### src/inc/dual_slope_pwm_pkg.sv
// Constants and types for the dual-slope PWM timer.
package dual_slope_pwm_pkg;
  localparam int CNT_W = 16;
  localparam int PSC_W = 10;
  // Waveform mode codes
  localparam logic [3:0] MODE_PC_8BIT = 4'h1;
  localparam logic [3:0] MODE_PC_9BIT = 4'h2;
  localparam logic [3:0] MODE_PC_10BIT = 4'h3;
  localparam logic [3:0] MODE_PFC_CAPTURE = 4'h8;
  localparam logic [3:0] MODE_PFC_COMPARE_A = 4'h9;
  localparam logic [3:0] MODE_PC_CAPTURE = 4'hA;
  localparam logic [3:0] MODE_PC_COMPARE_A = 4'hB;
  // Fixed top values
  localparam logic [15:0] TOP_8BIT = 16'h00FF;
  localparam logic [15:0] TOP_9BIT = 16'h01FF;
  localparam logic [15:0] TOP_10BIT = 16'h03FF;
  localparam logic [15:0] TOP_MIN = 16'h0003;
  localparam logic [15:0] BOTTOM = 16'h0000;
  // Output behaviour codes
  localparam logic [1:0] BEHAVE_NON_INVERT = 2'h2;
  localparam logic [1:0] BEHAVE_INVERT = 2'h3;
  // Clock select codes, 0 stops the timer
  localparam logic [2:0] CS_DIV1 = 3'h1;
  localparam logic [2:0] CS_DIV8 = 3'h2;
  localparam logic [2:0] CS_DIV64 = 3'h3;
  localparam logic [2:0] CS_DIV256 = 3'h4;
  localparam logic [2:0] CS_DIV1024 = 3'h5;
  // Prescaler count masks, tick when masked bits are all ones
  localparam logic [9:0] PSC_MASK_8 = 10'h007;
  localparam logic [9:0] PSC_MASK_64 = 10'h03F;
  localparam logic [9:0] PSC_MASK_256 = 10'h0FF;
  localparam logic [9:0] PSC_MASK_1024 = 10'h3FF;
  // Count direction
  typedef enum logic {
    DIR_UP = 1'b0,
    DIR_DOWN = 1'b1
  } dir_t;
endpackage : dual_slope_pwm_pkg

### src/verilog/dual_slope_pwm_timer.sv
// Dual-slope PWM timer with two compare channels and a capture-top register.
`timescale 1ns/100ps
module dual_slope_pwm_timer
  import dual_slope_pwm_pkg::*;
#(
  parameter int CH = 2
) (
  input wire logic ref_clk,
  input wire logic reset,
  input wire logic clk_en,
  input wire logic [3:0] waveform_mode_field,
  input wire logic [2:0] clock_select,
  input wire logic [1:0] output_behaviour_field_a,
  input wire logic [1:0] output_behaviour_field_b,
  input wire logic pin_direction_bit_a,
  input wire logic pin_direction_bit_b,
  input wire logic compare_a_write,
  input wire logic compare_b_write,
  input wire logic [15:0] compare_write_data,
  input wire logic capture_top_write,
  input wire logic [15:0] capture_top_data,
  input wire logic overflow_flag_clear,
  input wire logic compare_flag_a_clear,
  input wire logic compare_flag_b_clear,
  input wire logic capture_flag_clear,
  output logic [15:0] counter_value,
  output logic count_down,
  output logic [15:0] compare_register_a,
  output logic [15:0] compare_register_b,
  output logic [15:0] capture_top_register,
  output logic overflow_flag,
  output logic compare_flag_a,
  output logic compare_flag_b,
  output logic capture_flag,
  output logic compare_output_a,
  output logic compare_output_b,
  output logic pin_out_a,
  output logic pin_oe_a,
  output logic pin_out_b,
  output logic pin_oe_b
);

  logic [PSC_W-1:0] psc_reg;
  logic tick;
  logic [CNT_W-1:0] cnt_reg;
  dir_t dir_reg;
  logic [CNT_W-1:0] icr_reg;
  logic [CNT_W-1:0] ocr_reg [CH];
  logic [CNT_W-1:0] buf_reg [CH];
  logic oc_reg [CH];
  logic cmp_flag_reg [CH];
  logic pin_out_reg [CH];
  logic pin_oe_reg [CH];
  logic ovf_reg;
  logic icf_reg;
  logic [1:0] behave [CH];
  logic wr [CH];
  logic dirbit [CH];
  logic clr [CH];
  logic match [CH];
  logic is_pc;
  logic is_pfc;
  logic dual;
  logic fixed_top;
  logic top_from_icr;
  logic top_from_a;
  logic [CNT_W-1:0] top_val;
  logic at_top;
  logic at_bottom;
  logic eff_up;

  assign behave[0] = output_behaviour_field_a;
  assign behave[1] = output_behaviour_field_b;
  assign wr[0] = compare_a_write;
  assign wr[1] = compare_b_write;
  assign dirbit[0] = pin_direction_bit_a;
  assign dirbit[1] = pin_direction_bit_b;
  assign clr[0] = compare_flag_a_clear;
  assign clr[1] = compare_flag_b_clear;

  // Mode decode and top selection
  always_comb begin
    is_pc = 1'b0;
    is_pfc = 1'b0;
    fixed_top = 1'b0;
    top_from_icr = 1'b0;
    top_from_a = 1'b0;
    top_val = TOP_8BIT;
    case (waveform_mode_field)
      MODE_PC_8BIT: begin
        is_pc = 1'b1;
        fixed_top = 1'b1;
        top_val = TOP_8BIT;
      end
      MODE_PC_9BIT: begin
        is_pc = 1'b1;
        fixed_top = 1'b1;
        top_val = TOP_9BIT;
      end
      MODE_PC_10BIT: begin
        is_pc = 1'b1;
        fixed_top = 1'b1;
        top_val = TOP_10BIT;
      end
      MODE_PC_CAPTURE: begin
        is_pc = 1'b1;
        top_from_icr = 1'b1;
        top_val = icr_reg;
      end
      MODE_PC_COMPARE_A: begin
        is_pc = 1'b1;
        top_from_a = 1'b1;
        top_val = ocr_reg[0];
      end
      MODE_PFC_CAPTURE: begin
        is_pfc = 1'b1;
        top_from_icr = 1'b1;
        top_val = icr_reg;
      end
      MODE_PFC_COMPARE_A: begin
        is_pfc = 1'b1;
        top_from_a = 1'b1;
        top_val = ocr_reg[0];
      end
      default: begin
        is_pc = 1'b0;
      end
    endcase
  end

  assign dual = is_pc | is_pfc;

  // Prescaled tick as a count enable on the I/O clock
  always_comb begin
    case (clock_select)
      CS_DIV1: tick = 1'b1;
      CS_DIV8: tick = (psc_reg & PSC_MASK_8) == PSC_MASK_8;
      CS_DIV64: tick = (psc_reg & PSC_MASK_64) == PSC_MASK_64;
      CS_DIV256: tick = (psc_reg & PSC_MASK_256) == PSC_MASK_256;
      CS_DIV1024: tick = psc_reg == PSC_MASK_1024;
      default: tick = 1'b0;
    endcase
  end

  // Prescaler counter, cleared while clock select is 0
  always_ff @(posedge ref_clk) begin
    if (reset) begin
      psc_reg <= '0;
    end else if (clk_en) begin
      if (clock_select == 3'h0) begin
        psc_reg <= '0;
      end else begin
        psc_reg <= psc_reg + 10'h001;
      end
    end
  end

  // Turning points of the dual slope
  assign at_top = dual && dir_reg == DIR_UP && cnt_reg == top_val;
  assign at_bottom = dual && dir_reg == DIR_DOWN && cnt_reg == BOTTOM;
  // At the ends the match acts as the slope it is about to enter
  assign eff_up = (cnt_reg == BOTTOM) |
                  (dir_reg == DIR_UP && cnt_reg != top_val);

  // Up/down counter with one-tick dwell at top and bottom
  always_ff @(posedge ref_clk) begin
    if (reset) begin
      cnt_reg <= BOTTOM;
      dir_reg <= DIR_UP;
    end else if (clk_en) begin
      if (!dual) begin
        cnt_reg <= BOTTOM;
        dir_reg <= DIR_UP;
      end else if (tick) begin
        case (dir_reg)
          DIR_UP: begin
            if (cnt_reg == top_val) begin
              dir_reg <= DIR_DOWN;
              cnt_reg <= cnt_reg - 16'h0001;
            end else begin
              cnt_reg <= cnt_reg + 16'h0001;
            end
          end
          DIR_DOWN: begin
            if (cnt_reg == BOTTOM) begin
              dir_reg <= DIR_UP;
              cnt_reg <= cnt_reg + 16'h0001;
            end else begin
              cnt_reg <= cnt_reg - 16'h0001;
            end
          end
          default: begin
            dir_reg <= DIR_UP;
          end
        endcase
      end
    end
  end

  // Capture-top register, not double buffered
  always_ff @(posedge ref_clk) begin
    if (reset) begin
      icr_reg <= '0;
    end else if (clk_en && capture_top_write) begin
      icr_reg <= capture_top_data;
    end
  end

  // Overflow flag at bottom in both modes, set wins over clear
  always_ff @(posedge ref_clk) begin
    if (reset) begin
      ovf_reg <= 1'b0;
    end else if (clk_en) begin
      if (tick && at_bottom) begin
        ovf_reg <= 1'b1;
      end else if (overflow_flag_clear) begin
        ovf_reg <= 1'b0;
      end
    end
  end

  // Capture flag when the capture register defines the top
  always_ff @(posedge ref_clk) begin
    if (reset) begin
      icf_reg <= 1'b0;
    end else if (clk_en) begin
      if (tick && at_top && top_from_icr) begin
        icf_reg <= 1'b1;
      end else if (capture_flag_clear) begin
        icf_reg <= 1'b0;
      end
    end
  end

  // Compare channels
  for (genvar i = 0; i < CH; i++) begin : g_ch
    // Match only when the compare value lies within the top
    assign match[i] = tick && dual && cnt_reg == ocr_reg[i] &&
                      ocr_reg[i] <= top_val;

    // Buffer write with masking for fixed tops, load at the turning point
    always_ff @(posedge ref_clk) begin
      if (reset) begin
        buf_reg[i] <= '0;
        ocr_reg[i] <= '0;
      end else if (clk_en) begin
        if (wr[i]) begin
          if (fixed_top) begin
            buf_reg[i] <= compare_write_data & top_val;
          end else begin
            buf_reg[i] <= compare_write_data;
          end
        end
        if (!dual) begin
          ocr_reg[i] <= buf_reg[i];
        end else if (tick && is_pc && at_top) begin
          ocr_reg[i] <= buf_reg[i];
        end else if (tick && is_pfc && at_bottom) begin
          ocr_reg[i] <= buf_reg[i];
        end
      end
    end

    // Compare flag on match, and at top for channel A defining top
    always_ff @(posedge ref_clk) begin
      if (reset) begin
        cmp_flag_reg[i] <= 1'b0;
      end else if (clk_en) begin
        if (match[i]) begin
          cmp_flag_reg[i] <= 1'b1;
        end else if (i == 0 && tick && at_top && top_from_a) begin
          cmp_flag_reg[i] <= 1'b1;
        end else if (clr[i]) begin
          cmp_flag_reg[i] <= 1'b0;
        end
      end
    end

    // Waveform register: clear or set by slope and polarity
    always_ff @(posedge ref_clk) begin
      if (reset) begin
        oc_reg[i] <= 1'b0;
      end else if (clk_en && match[i]) begin
        if (behave[i] == BEHAVE_NON_INVERT) begin
          oc_reg[i] <= !eff_up;
        end else if (behave[i] == BEHAVE_INVERT) begin
          oc_reg[i] <= eff_up;
        end
      end
    end

    // Pin drive enabled by the direction bit with a nonzero output behaviour
    always_ff @(posedge ref_clk) begin
      if (reset) begin
        pin_out_reg[i] <= 1'b0;
        pin_oe_reg[i] <= 1'b0;
      end else if (clk_en) begin
        pin_out_reg[i] <= oc_reg[i];
        pin_oe_reg[i] <= dirbit[i] && behave[i] != 2'h0;
      end
    end
  end

  assign counter_value = cnt_reg;
  assign count_down = dir_reg == DIR_DOWN;
  assign compare_register_a = ocr_reg[0];
  assign compare_register_b = ocr_reg[1];
  assign capture_top_register = icr_reg;
  assign overflow_flag = ovf_reg;
  assign capture_flag = icf_reg;
  assign compare_flag_a = cmp_flag_reg[0];
  assign compare_flag_b = cmp_flag_reg[1];
  assign compare_output_a = oc_reg[0];
  assign compare_output_b = oc_reg[1];
  assign pin_out_a = pin_out_reg[0];
  assign pin_oe_a = pin_oe_reg[0];
  assign pin_out_b = pin_out_reg[1];
  assign pin_oe_b = pin_oe_reg[1];

  // Up-slope steps by one
  property p_up_step;
    @(posedge ref_clk) disable iff (reset)
    clk_en && tick && dual && dir_reg == DIR_UP && cnt_reg != top_val
    |=> cnt_reg == $past(cnt_reg) + 16'h0001;
  endproperty
  a_up_step: assert property (p_up_step)
    else $error("counter did not step up by one");

  // Top held one tick then direction reverses
  property p_top_turn;
    @(posedge ref_clk) disable iff (reset)
    clk_en && tick && at_top |=> dir_reg == DIR_DOWN
    && cnt_reg == $past(cnt_reg) - 16'h0001;
  endproperty
  a_top_turn: assert property (p_top_turn)
    else $error("counter did not turn at top");

  // Overflow flag follows arrival at bottom
  property p_ovf_set;
    @(posedge ref_clk) disable iff (reset)
    clk_en && tick && at_bottom |=> overflow_flag;
  endproperty
  a_ovf_set: assert property (p_ovf_set)
    else $error("overflow flag not set at bottom");

  // Phase correct load at top
  property p_pc_load;
    @(posedge ref_clk) disable iff (reset)
    clk_en && tick && is_pc && at_top
    |=> compare_register_b == $past(buf_reg[1]);
  endproperty
  a_pc_load: assert property (p_pc_load)
    else $error("compare not loaded at top");

  // Phase and frequency correct load at bottom with overflow
  property p_pfc_load;
    @(posedge ref_clk) disable iff (reset)
    clk_en && tick && is_pfc && at_bottom
    |=> compare_register_b == $past(buf_reg[1]) && overflow_flag;
  endproperty
  a_pfc_load: assert property (p_pfc_load)
    else $error("compare not loaded at bottom");

  // Fixed top masks written bits
  property p_mask;
    @(posedge ref_clk) disable iff (reset)
    clk_en && compare_a_write && fixed_top
    |=> (buf_reg[0] & ~$past(top_val)) == 16'h0000;
  endproperty
  a_mask: assert property (p_mask)
    else $error("compare bits above resolution not masked");

  // No match beyond the top
  property p_no_match;
    @(posedge ref_clk) disable iff (reset)
    ocr_reg[1] > top_val |-> !match[1];
  endproperty
  a_no_match: assert property (p_no_match)
    else $error("match signalled above top");

  // Match sets the channel flag
  property p_match_flag;
    @(posedge ref_clk) disable iff (reset)
    clk_en && match[1] |=> compare_flag_b;
  endproperty
  a_match_flag: assert property (p_match_flag)
    else $error("compare flag not set on match");

  // Pin enable needs the direction bit
  property p_pin_oe;
    @(posedge ref_clk) disable iff (reset)
    clk_en && !pin_direction_bit_a |=> !pin_oe_a;
  endproperty
  a_pin_oe: assert property (p_pin_oe)
    else $error("pin driven without direction bit");

  // Reset state
  property p_reset_state;
    @(posedge ref_clk)
    reset |=> counter_value == BOTTOM && !count_down && !compare_output_a;
  endproperty
  a_reset_state: assert property (p_reset_state)
    else $error("wrong state after reset");

endmodule : dual_slope_pwm_timer

### config.mk
export PLATFORM = sky130hd
export DESIGN_NAME = dual_slope_pwm_timer
export DESIGN_NICKNAME = d
export VERILOG_FILES = /design/src/inc/dual_slope_pwm_pkg.sv /design/src/verilog/dual_slope_pwm_timer.sv
export SDC_FILE = /design/constraint.sdc
export NUM_CORES = 1
export LEC_CHECK = 0
export ABC_AREA = 1
export BUFFER_PORTS_ARGS = -buffer_cell sky130_fd_sc_hd__buf_2
export CAP_MARGIN = 20
export CORE_AREA = 2 2 118 143
export DETAILED_ROUTE_END_ITERATION = 10
export DIE_AREA = 0 0 120 145
export GPL_TIMING_DRIVEN = 0
export HOLD_SLACK_MARGIN = 0.1
export PLACE_DENSITY = 0.73
export SLEW_MARGIN = 20
export SYNTH_ARGS = -nofsm -noshare
export SYNTH_HDL_FRONTEND = slang
export SYNTH_SLANG_ARGS = --single-unit
export TNS_END_PERCENT = 20
### constraint.sdc
create_clock -name ref_clk -period 2.2 [get_ports ref_clk]
set_input_delay 0.11 -clock ref_clk [delete_from_list [all_inputs] [get_ports ref_clk]]
set_output_delay 0.11 -clock ref_clk [all_outputs]
set_load 0.01 [all_outputs]
==> flow_metrics.py, run 1 <==
metrics = {
    "finish": {
        "multi_input_area_mm2": 0.00424,
        "register_area_mm2": 0.00308,
        "area.growth.synth_to_final_pct": 34.7,
        "fillers": 1370,
        "utilization": 0.646,
        "nets": 1351,
        "final_layout_size_suffix_gt1_frac": 0.278,
        "final_cell_area_mm2": 0.0103,
        "insertedDiodeCount": 0,
    },
    "critical_path": {
        "cp_data_required_time_ps": 2380,
        "cp.arrival_ps": 2560,
        "cp_cell_sequence": "nand4_1, nand3_2, inv_1, ha_1, nand2_2, nor4_4, buf_4, nand3_2, nand2_4, nand3_4, nand2_2, inv_2, nand3_1, nand3b_1",
        "cp_top_family": "simple AND/OR/NAND/NOR gates",
        "crit_cells": 14,
        "rr_worst_depth": 14,
        "endpoint_kind": "flip-flop",
        "slowest_stage": "edfxtp_1",
        "max_stage_delay_ps": 390,
        "path_class": "flip-flop to flip-flop",
        "startpoint_type": "flip-flop",
        "cp_max_fo": 3,
        "crit_buf_inv": 3,
    },
    "detailed_routing": {
        "drc_errors": 0,
        "wl_um": 25000,
        "vias": 7892,
        "wl_per_cell_um": 16.9,
        "drt_iter0_drc": 597,
        "final_antenna_net_count": 0,
        "routed_via_density": 5.32,
        "first_pass_iters": 5,
    },
    "yosys": {
        "synth_top_area_share": 0.282,
        "synthTopCellsByCount": "200 x nand2_1, 144 x inv_1, 135 x nor2_1",
        "yosysUniqueCellTypes": 39,
        "synth.cell_area_mm2": 0.00768,
        "synth_warnings": 0,
        "yosysSeqAreaShare": 0.399,
        "synth_area_leaders": "edfxtp_1 28%, dfxtp_1 12%, nand2_1 9.8%",
        "synth_edf_count": 72,
        "yosys.area.top_type": "edfxtp_1",
        "synth_most_common_cell": "nand2_1",
        "synth_ff_type": "edfxtp_1",
        "syn_nets": 1125,
        "syn_inst": 1033,
        "synth-seq-cells": 117,
        "synth-async-reset-ratio": 0,
        "synth.avg_cell_area_um2": 7.43,
    },
    "timing": {
        "tightest_slew_ps": 893,
        "fmax_ghz": 0.421,
        "max_slew_margin": 0.402,
        "setup_ws_ps": -177,
        "hold_violations": 0,
        "finClkSkew_ps": 11.8,
        "min_period_ps": 2380,
        "fin_crit_sh": 1.08,
        "setup_violations": 96,
        "drv_slew": 0,
        "rsz0062_at_grt": "yes",
    },
    "grt": {
        "antenna_found_initial": 0,
        "grt_overflow": 0,
        "grt_pass1_wl_um": 37700,
        "grt_pass1_vias": 7360,
        "grt_max_degree": 17,
        "grt_use_total": 0.279,
    },
    "cts": {
        "cts.sinks": 117,
        "worstSkewPairLatency_ps": 430,
        "h-tree-depth": 4,
        "cts_inserted_buffers": 17,
        "root_buffer": "clkbuf_16",
        "path_clk_slew_ps": 60,
        "cts_tree": "done",
        "clock_path_buffers": 2,
    },
    "placed_design": {
        "place_hpwl_um": 18500,
        "dpl_worst_slack_ps": -835,
        "portBuffers": 128,
        "place.gp.congestion": 0.993,
        "placed_area_mm2": 0.00860,
    },
    "power_and_ir_drop": {
        "power.density_mw_per_mm2": 657,
        "p_leak_uw": 0.00483,
        "ir_drop_mv": 0.573,
    },
    "min_path": {
        "hold_depth": 4,
        "min_path_type": "primary input to flip-flop",
    },
    "run": {
        "cap_viol_max_count": 0,
    },
    "floorplanning": {
        "ioPinCount": 130,
        "fp.coreArea_mm2": 0.0160,
        "fp.dieArea_mm2": 0.0174,
        "start_util": 0.479,
        "die-height_um": 145,
        "fp.dieW_um": 120,
        "rows": 51,
    },
    "outcome": {
        "failed_checks": "negative setup slack",
        "status": "finished, violations left",
    },
}
[placed cells by master, fill, tap and decap left out, drive strengths merged, types with 2 or more instances in the layout]
cell type    Yosys  final
buf             10    178
dlygate4sd3      0     43
nor3            24     24
inv            146    146
clkinv           0      5
bufinv           0      2
xor2            28     28
nand4           18     18
xnor2           17     17
nand3           91     91
nor3b            3      3
nand2          208    210
edfxtp          72     72
a211oi           3      3
o21ai           52     52
a21oi           64     64
ha              37     37
or2              5      5
nor4             4      4
dfxtp           45     45
a31oi            7      7
clkinvlp         0      2
nor2           164    164
clkbuf          28     45
nand3b           2      2
[final timing paths]
path	from	to	slack, ps
worst max register to register	ocr_reg[0][9]	cmp_flag_reg[0]	-180
worst min register to register	overflow_flag	overflow_flag	460
worst min-delay path	clk_en	psc_reg[6]	120
worst max-delay path	ocr_reg[0][9]	cmp_flag_reg[0]	-180
[cell type report]
cell class,instances,share of cell area
buffer,35,0.0235
clock buffer,23,0.0473
clock inverter,9,0.00968
inverter,146,0.0532
multi-input combinational,734,0.410
sequential,117,0.298
tap,212,0.0257
timing repair buffer,208,0.132
[per-layer routing]
metal / track usage / wire (um) / vias up
li1: - / - / 3842
met1: 0.327 / 9450 / 3643
met2: 0.485 / 12900 / 333
met3: 0.0393 / 1420 / 74
met4: 0.152 / 1250 / 0
met5: 0 / 0 / -
[repair_timing]
item	4_1_cts	5_1_grt
resized for setup	59	96
buffers inserted	7	30
setup endpoints to repair	90	122
pin swaps	5	19
cloned	0	2
hold buffers	43	0
hold endpoints to repair	57	0
[stage by stage]
stage	total power (uW)	TNS [ps]	cells	hold WS (ps)
6_report	6800	-8060	1484	120
5_1_grt	7080	-24060	1484	152
4_1_cts	6670	-7900	1452	117
3_5_place_dp	3800	-52840	1373	372
3_3_place_gp	3780	-50360	1373	364
2_1_floorplan	3390	-2400	1033	277
[tightest hold or removal path: cells and delay by family]
kind	cells	cell delay (ps)
buffers and inverters	2	270
and+or+nand+nor	2	120
[power breakdown]
part	total (uW)	switching, uW	internal, uW
logic	1430	888	542
clock network	2790	1010	1780
registers	2580	105	2480
[cells by family (layout without fill, tap and decap cells)]
| group | after synthesis | after routing | synth area share |
|---|---|---|---|
| XOR/XNOR | 45 | 45 | 0.0513 |
| flip-flops | 117 | 117 | 0.399 |
| adder cells (fa/ha/maj) | 37 | 37 | 0.0603 |
| AO/OA/AOI/OAI | 130 | 130 | 0.0890 |
| AND/OR/NAND/NOR | 520 | 522 | 0.304 |
| buffers and inverters | 184 | 421 | 0.0968 |
Note: power is estimated with default switching activity, not from simulation.
==> inputs of run 2 (changes only) <==
- PLACE_DENSITY: 0.73 -> 0.7
- clock period: 2.2 -> 3.02 ns (I/O delays scaled with it)
==> run 2 against run 1 <==
  * The flow now finishes without violations
  * Total power down 27%
  * Cell count down 2.6%
  * Sequential cell count unchanged
  * Critical endpoint is now ocr_reg[0][5]
==> flow_metrics.py, run 2 (synthesis gave the netlist of run 1 again) <==
metrics = {
    "outcome": {
        "status": "completed",
    },
    "grt": {
        "grt_pass1_wl_um": 38200,
        "antenna_found_initial": 0,
        "grt_pass1_vias": 7501,
        "grt_overflow": 0,
        "grt_use_total": 0.286,
        "grt_max_degree": 17,
    },
    "finish": {
        "final_cell_area_mm2": 0.00963,
        "final_common_cell": "nand2_1",
        "post_layout_nonfiller_instances": 1445,
        "area.growth.synth_to_final_pct": 25.4,
        "nets": 1311,
        "final_layout_size_suffix_gt1_frac": 0.179,
        "mostFrequentLayoutCells": "198 x nand2_1, 144 x inv_1, 135 x nor2_1",
    },
    "detailed_routing": {
        "routed_via_density": 5.22,
        "wl_um": 24500,
        "final_antenna_net_count": 0,
        "drc_errors": 0,
        "wl_per_cell_um": 16.9,
        "vias": 7545,
        "drt_iter0_drc": 525,
        "first_pass_iters": 6,
    },
    "floorplanning": {
        "fp.dieArea_mm2": 0.0174,
        "rows": 51,
        "fp.coreArea_mm2": 0.0160,
        "fp.dieW_um": 120,
        "start_util": 0.479,
        "die-height_um": 145,
        "ioPinCount": 130,
    },
    "min_path": {
        "hold_depth": 3,
        "hold_path_end": "cmp_flag_reg[0]",
        "hp-start": "compare_flag_a_clear",
        "min_path_type": "primary input to flip-flop",
    },
    "power_and_ir_drop": {
        "p_leak_uw": 0.00451,
        "power.density_mw_per_mm2": 517,
        "clock_power_share": 0.437,
        "p_sw_uw": 1450,
        "ir_drop_mv": 0.353,
        "swShare": 0.292,
        "p_int_uw": 3520,
        "power_frac_seq": 0.376,
        "p_comb_frac": 0.186,
    },
    "critical_path": {
        "rr_worst_depth": 15,
        "startpoint": "psc_reg[3]",
        "cp_max_fo": 16,
        "r2r_slack_ps": 260,
        "reg2reg_from": "psc_reg[3]",
        "timing.rr.end": "ocr_reg[0][5]",
        "startpoint_type": "flip-flop",
        "cp.arrival_ps": 2860,
        "endpoint_kind": "flip-flop",
        "cp_data_required_time_ps": 3130,
        "path_class": "flip-flop to flip-flop",
    },
    "timing": {
        "setup_violations": 0,
        "setup-tns-final_ps": 0,
        "finClkSkew_ps": 5.38,
        "fin_crit_sh": 0.912,
        "hold_violations": 0,
        "whs_ps": 105,
        "min_period_ps": 2760,
        "drv_slew": 0,
        "max_slew_margin": 0.487,
        "fmax_ghz": 0.363,
        "tightest_slew_ps": 767,
        "rsz0062_at_grt": "no",
    },
    "run": {
        "cap_viol_max_count": 0,
    },
    "cts": {
        "h-tree-depth": 4,
        "root_buffer": "clkbuf_16",
        "cts.sinks": 117,
        "worstSkewPairLatency_ps": 420,
        "path_clk_slew_ps": 60,
        "cts_tree": "done",
        "cts_inserted_buffers": 17,
        "clock_path_buffers": 2,
    },
    "placed_design": {
        "portBuffers": 128,
        "place.gp.congestion": 1.01,
        "place_hpwl_um": 19000,
        "placed_area_mm2": 0.00859,
        "dp.cells": 1373,
    },
}
==> run 2: final cells by class <==
type / count / area, um^2
fillers: 1504 / 6380
plain buffers: 38 / 196
multi-input cells: 732 / 3890
clock buffers: 18 / 429
clock inverters: 14 / 201
flip-flops and latches: 117 / 3060
well taps: 212 / 265
diodes: 1 / 2.50
repair buffers: 167 / 1030
inverters: 146 / 548
==> run 2: how the worst max path moves through the flow <==
stage / end / slack [ps] / cells past startpoint
2_1_floorplan: ocr_reg[0][0] / 570 / 16
3_3_place_gp: ocr_reg[0][4] / -180 / 16
3_5_place_dp: ocr_reg[0][5] / -180 / 16
4_1_cts: ocr_reg[0][5] / 60 / 12
5_1_grt: ocr_reg[0][5] / 60 / 16
6_report: ocr_reg[0][5] / 260 / 15
==> run 2: worst max-delay path, cell delays in order, from the launching register on <==
cell and delay (ps):
dfxtp_1 420, nand2_1 90, nor2_2 180, nand2_1 80, nor2_1 120, o21ai_0 100
nand2_1 70, nand3_1 110, nor2_1 180, inv_1 130, nor2_1 130, nand4_1 100
nand2_1 140, nand2_2 150, buf_6 230, nand2_4 200
==> run 2: timing repair <==
| item | in CTS | in global routing |
|---|---|---|
| setup buffers | 0 | 0 |
| endpoints found under the setup margin | 32 | 33 |
| gates resized for setup | 2 | 5 |
| hold buffers | 39 | 0 |
| gates cloned | 0 | 0 |
| endpoints found under the hold margin | 55 | 0 |
==> run 2: power by group through the flow <==
stage	registers [uW]	logic, uW	clock network (uW)
floorplan	1910	553	0
global placement	1900	855	0
detailed placement	1910	867	0
CTS	1870	911	2190
global route	1880	1030	2270
finish	1870	927	2180
==> run 2: layer usage <==
layer	routed length [um]	GRT usage
met1	9450	0.316
met2	12600	0.514
met3	1320	0.0566
met4	1080	0.145
met5	0	0
==> run 2: through the flow <==
| step | power (uW) | util | setup WS [ps] |
|---|---|---|---|
| final | 4980 | 0.601 | 264 |
| after global routing | 5170 | 0.601 | 59.6 |
| after CTS | 4970 | 0.600 | 64.6 |
| after detailed placement | 2770 | 0.536 | -184 |
| after global placement | 2760 | 0.536 | -184 |
| after floorplan | 2470 | - | 569 |
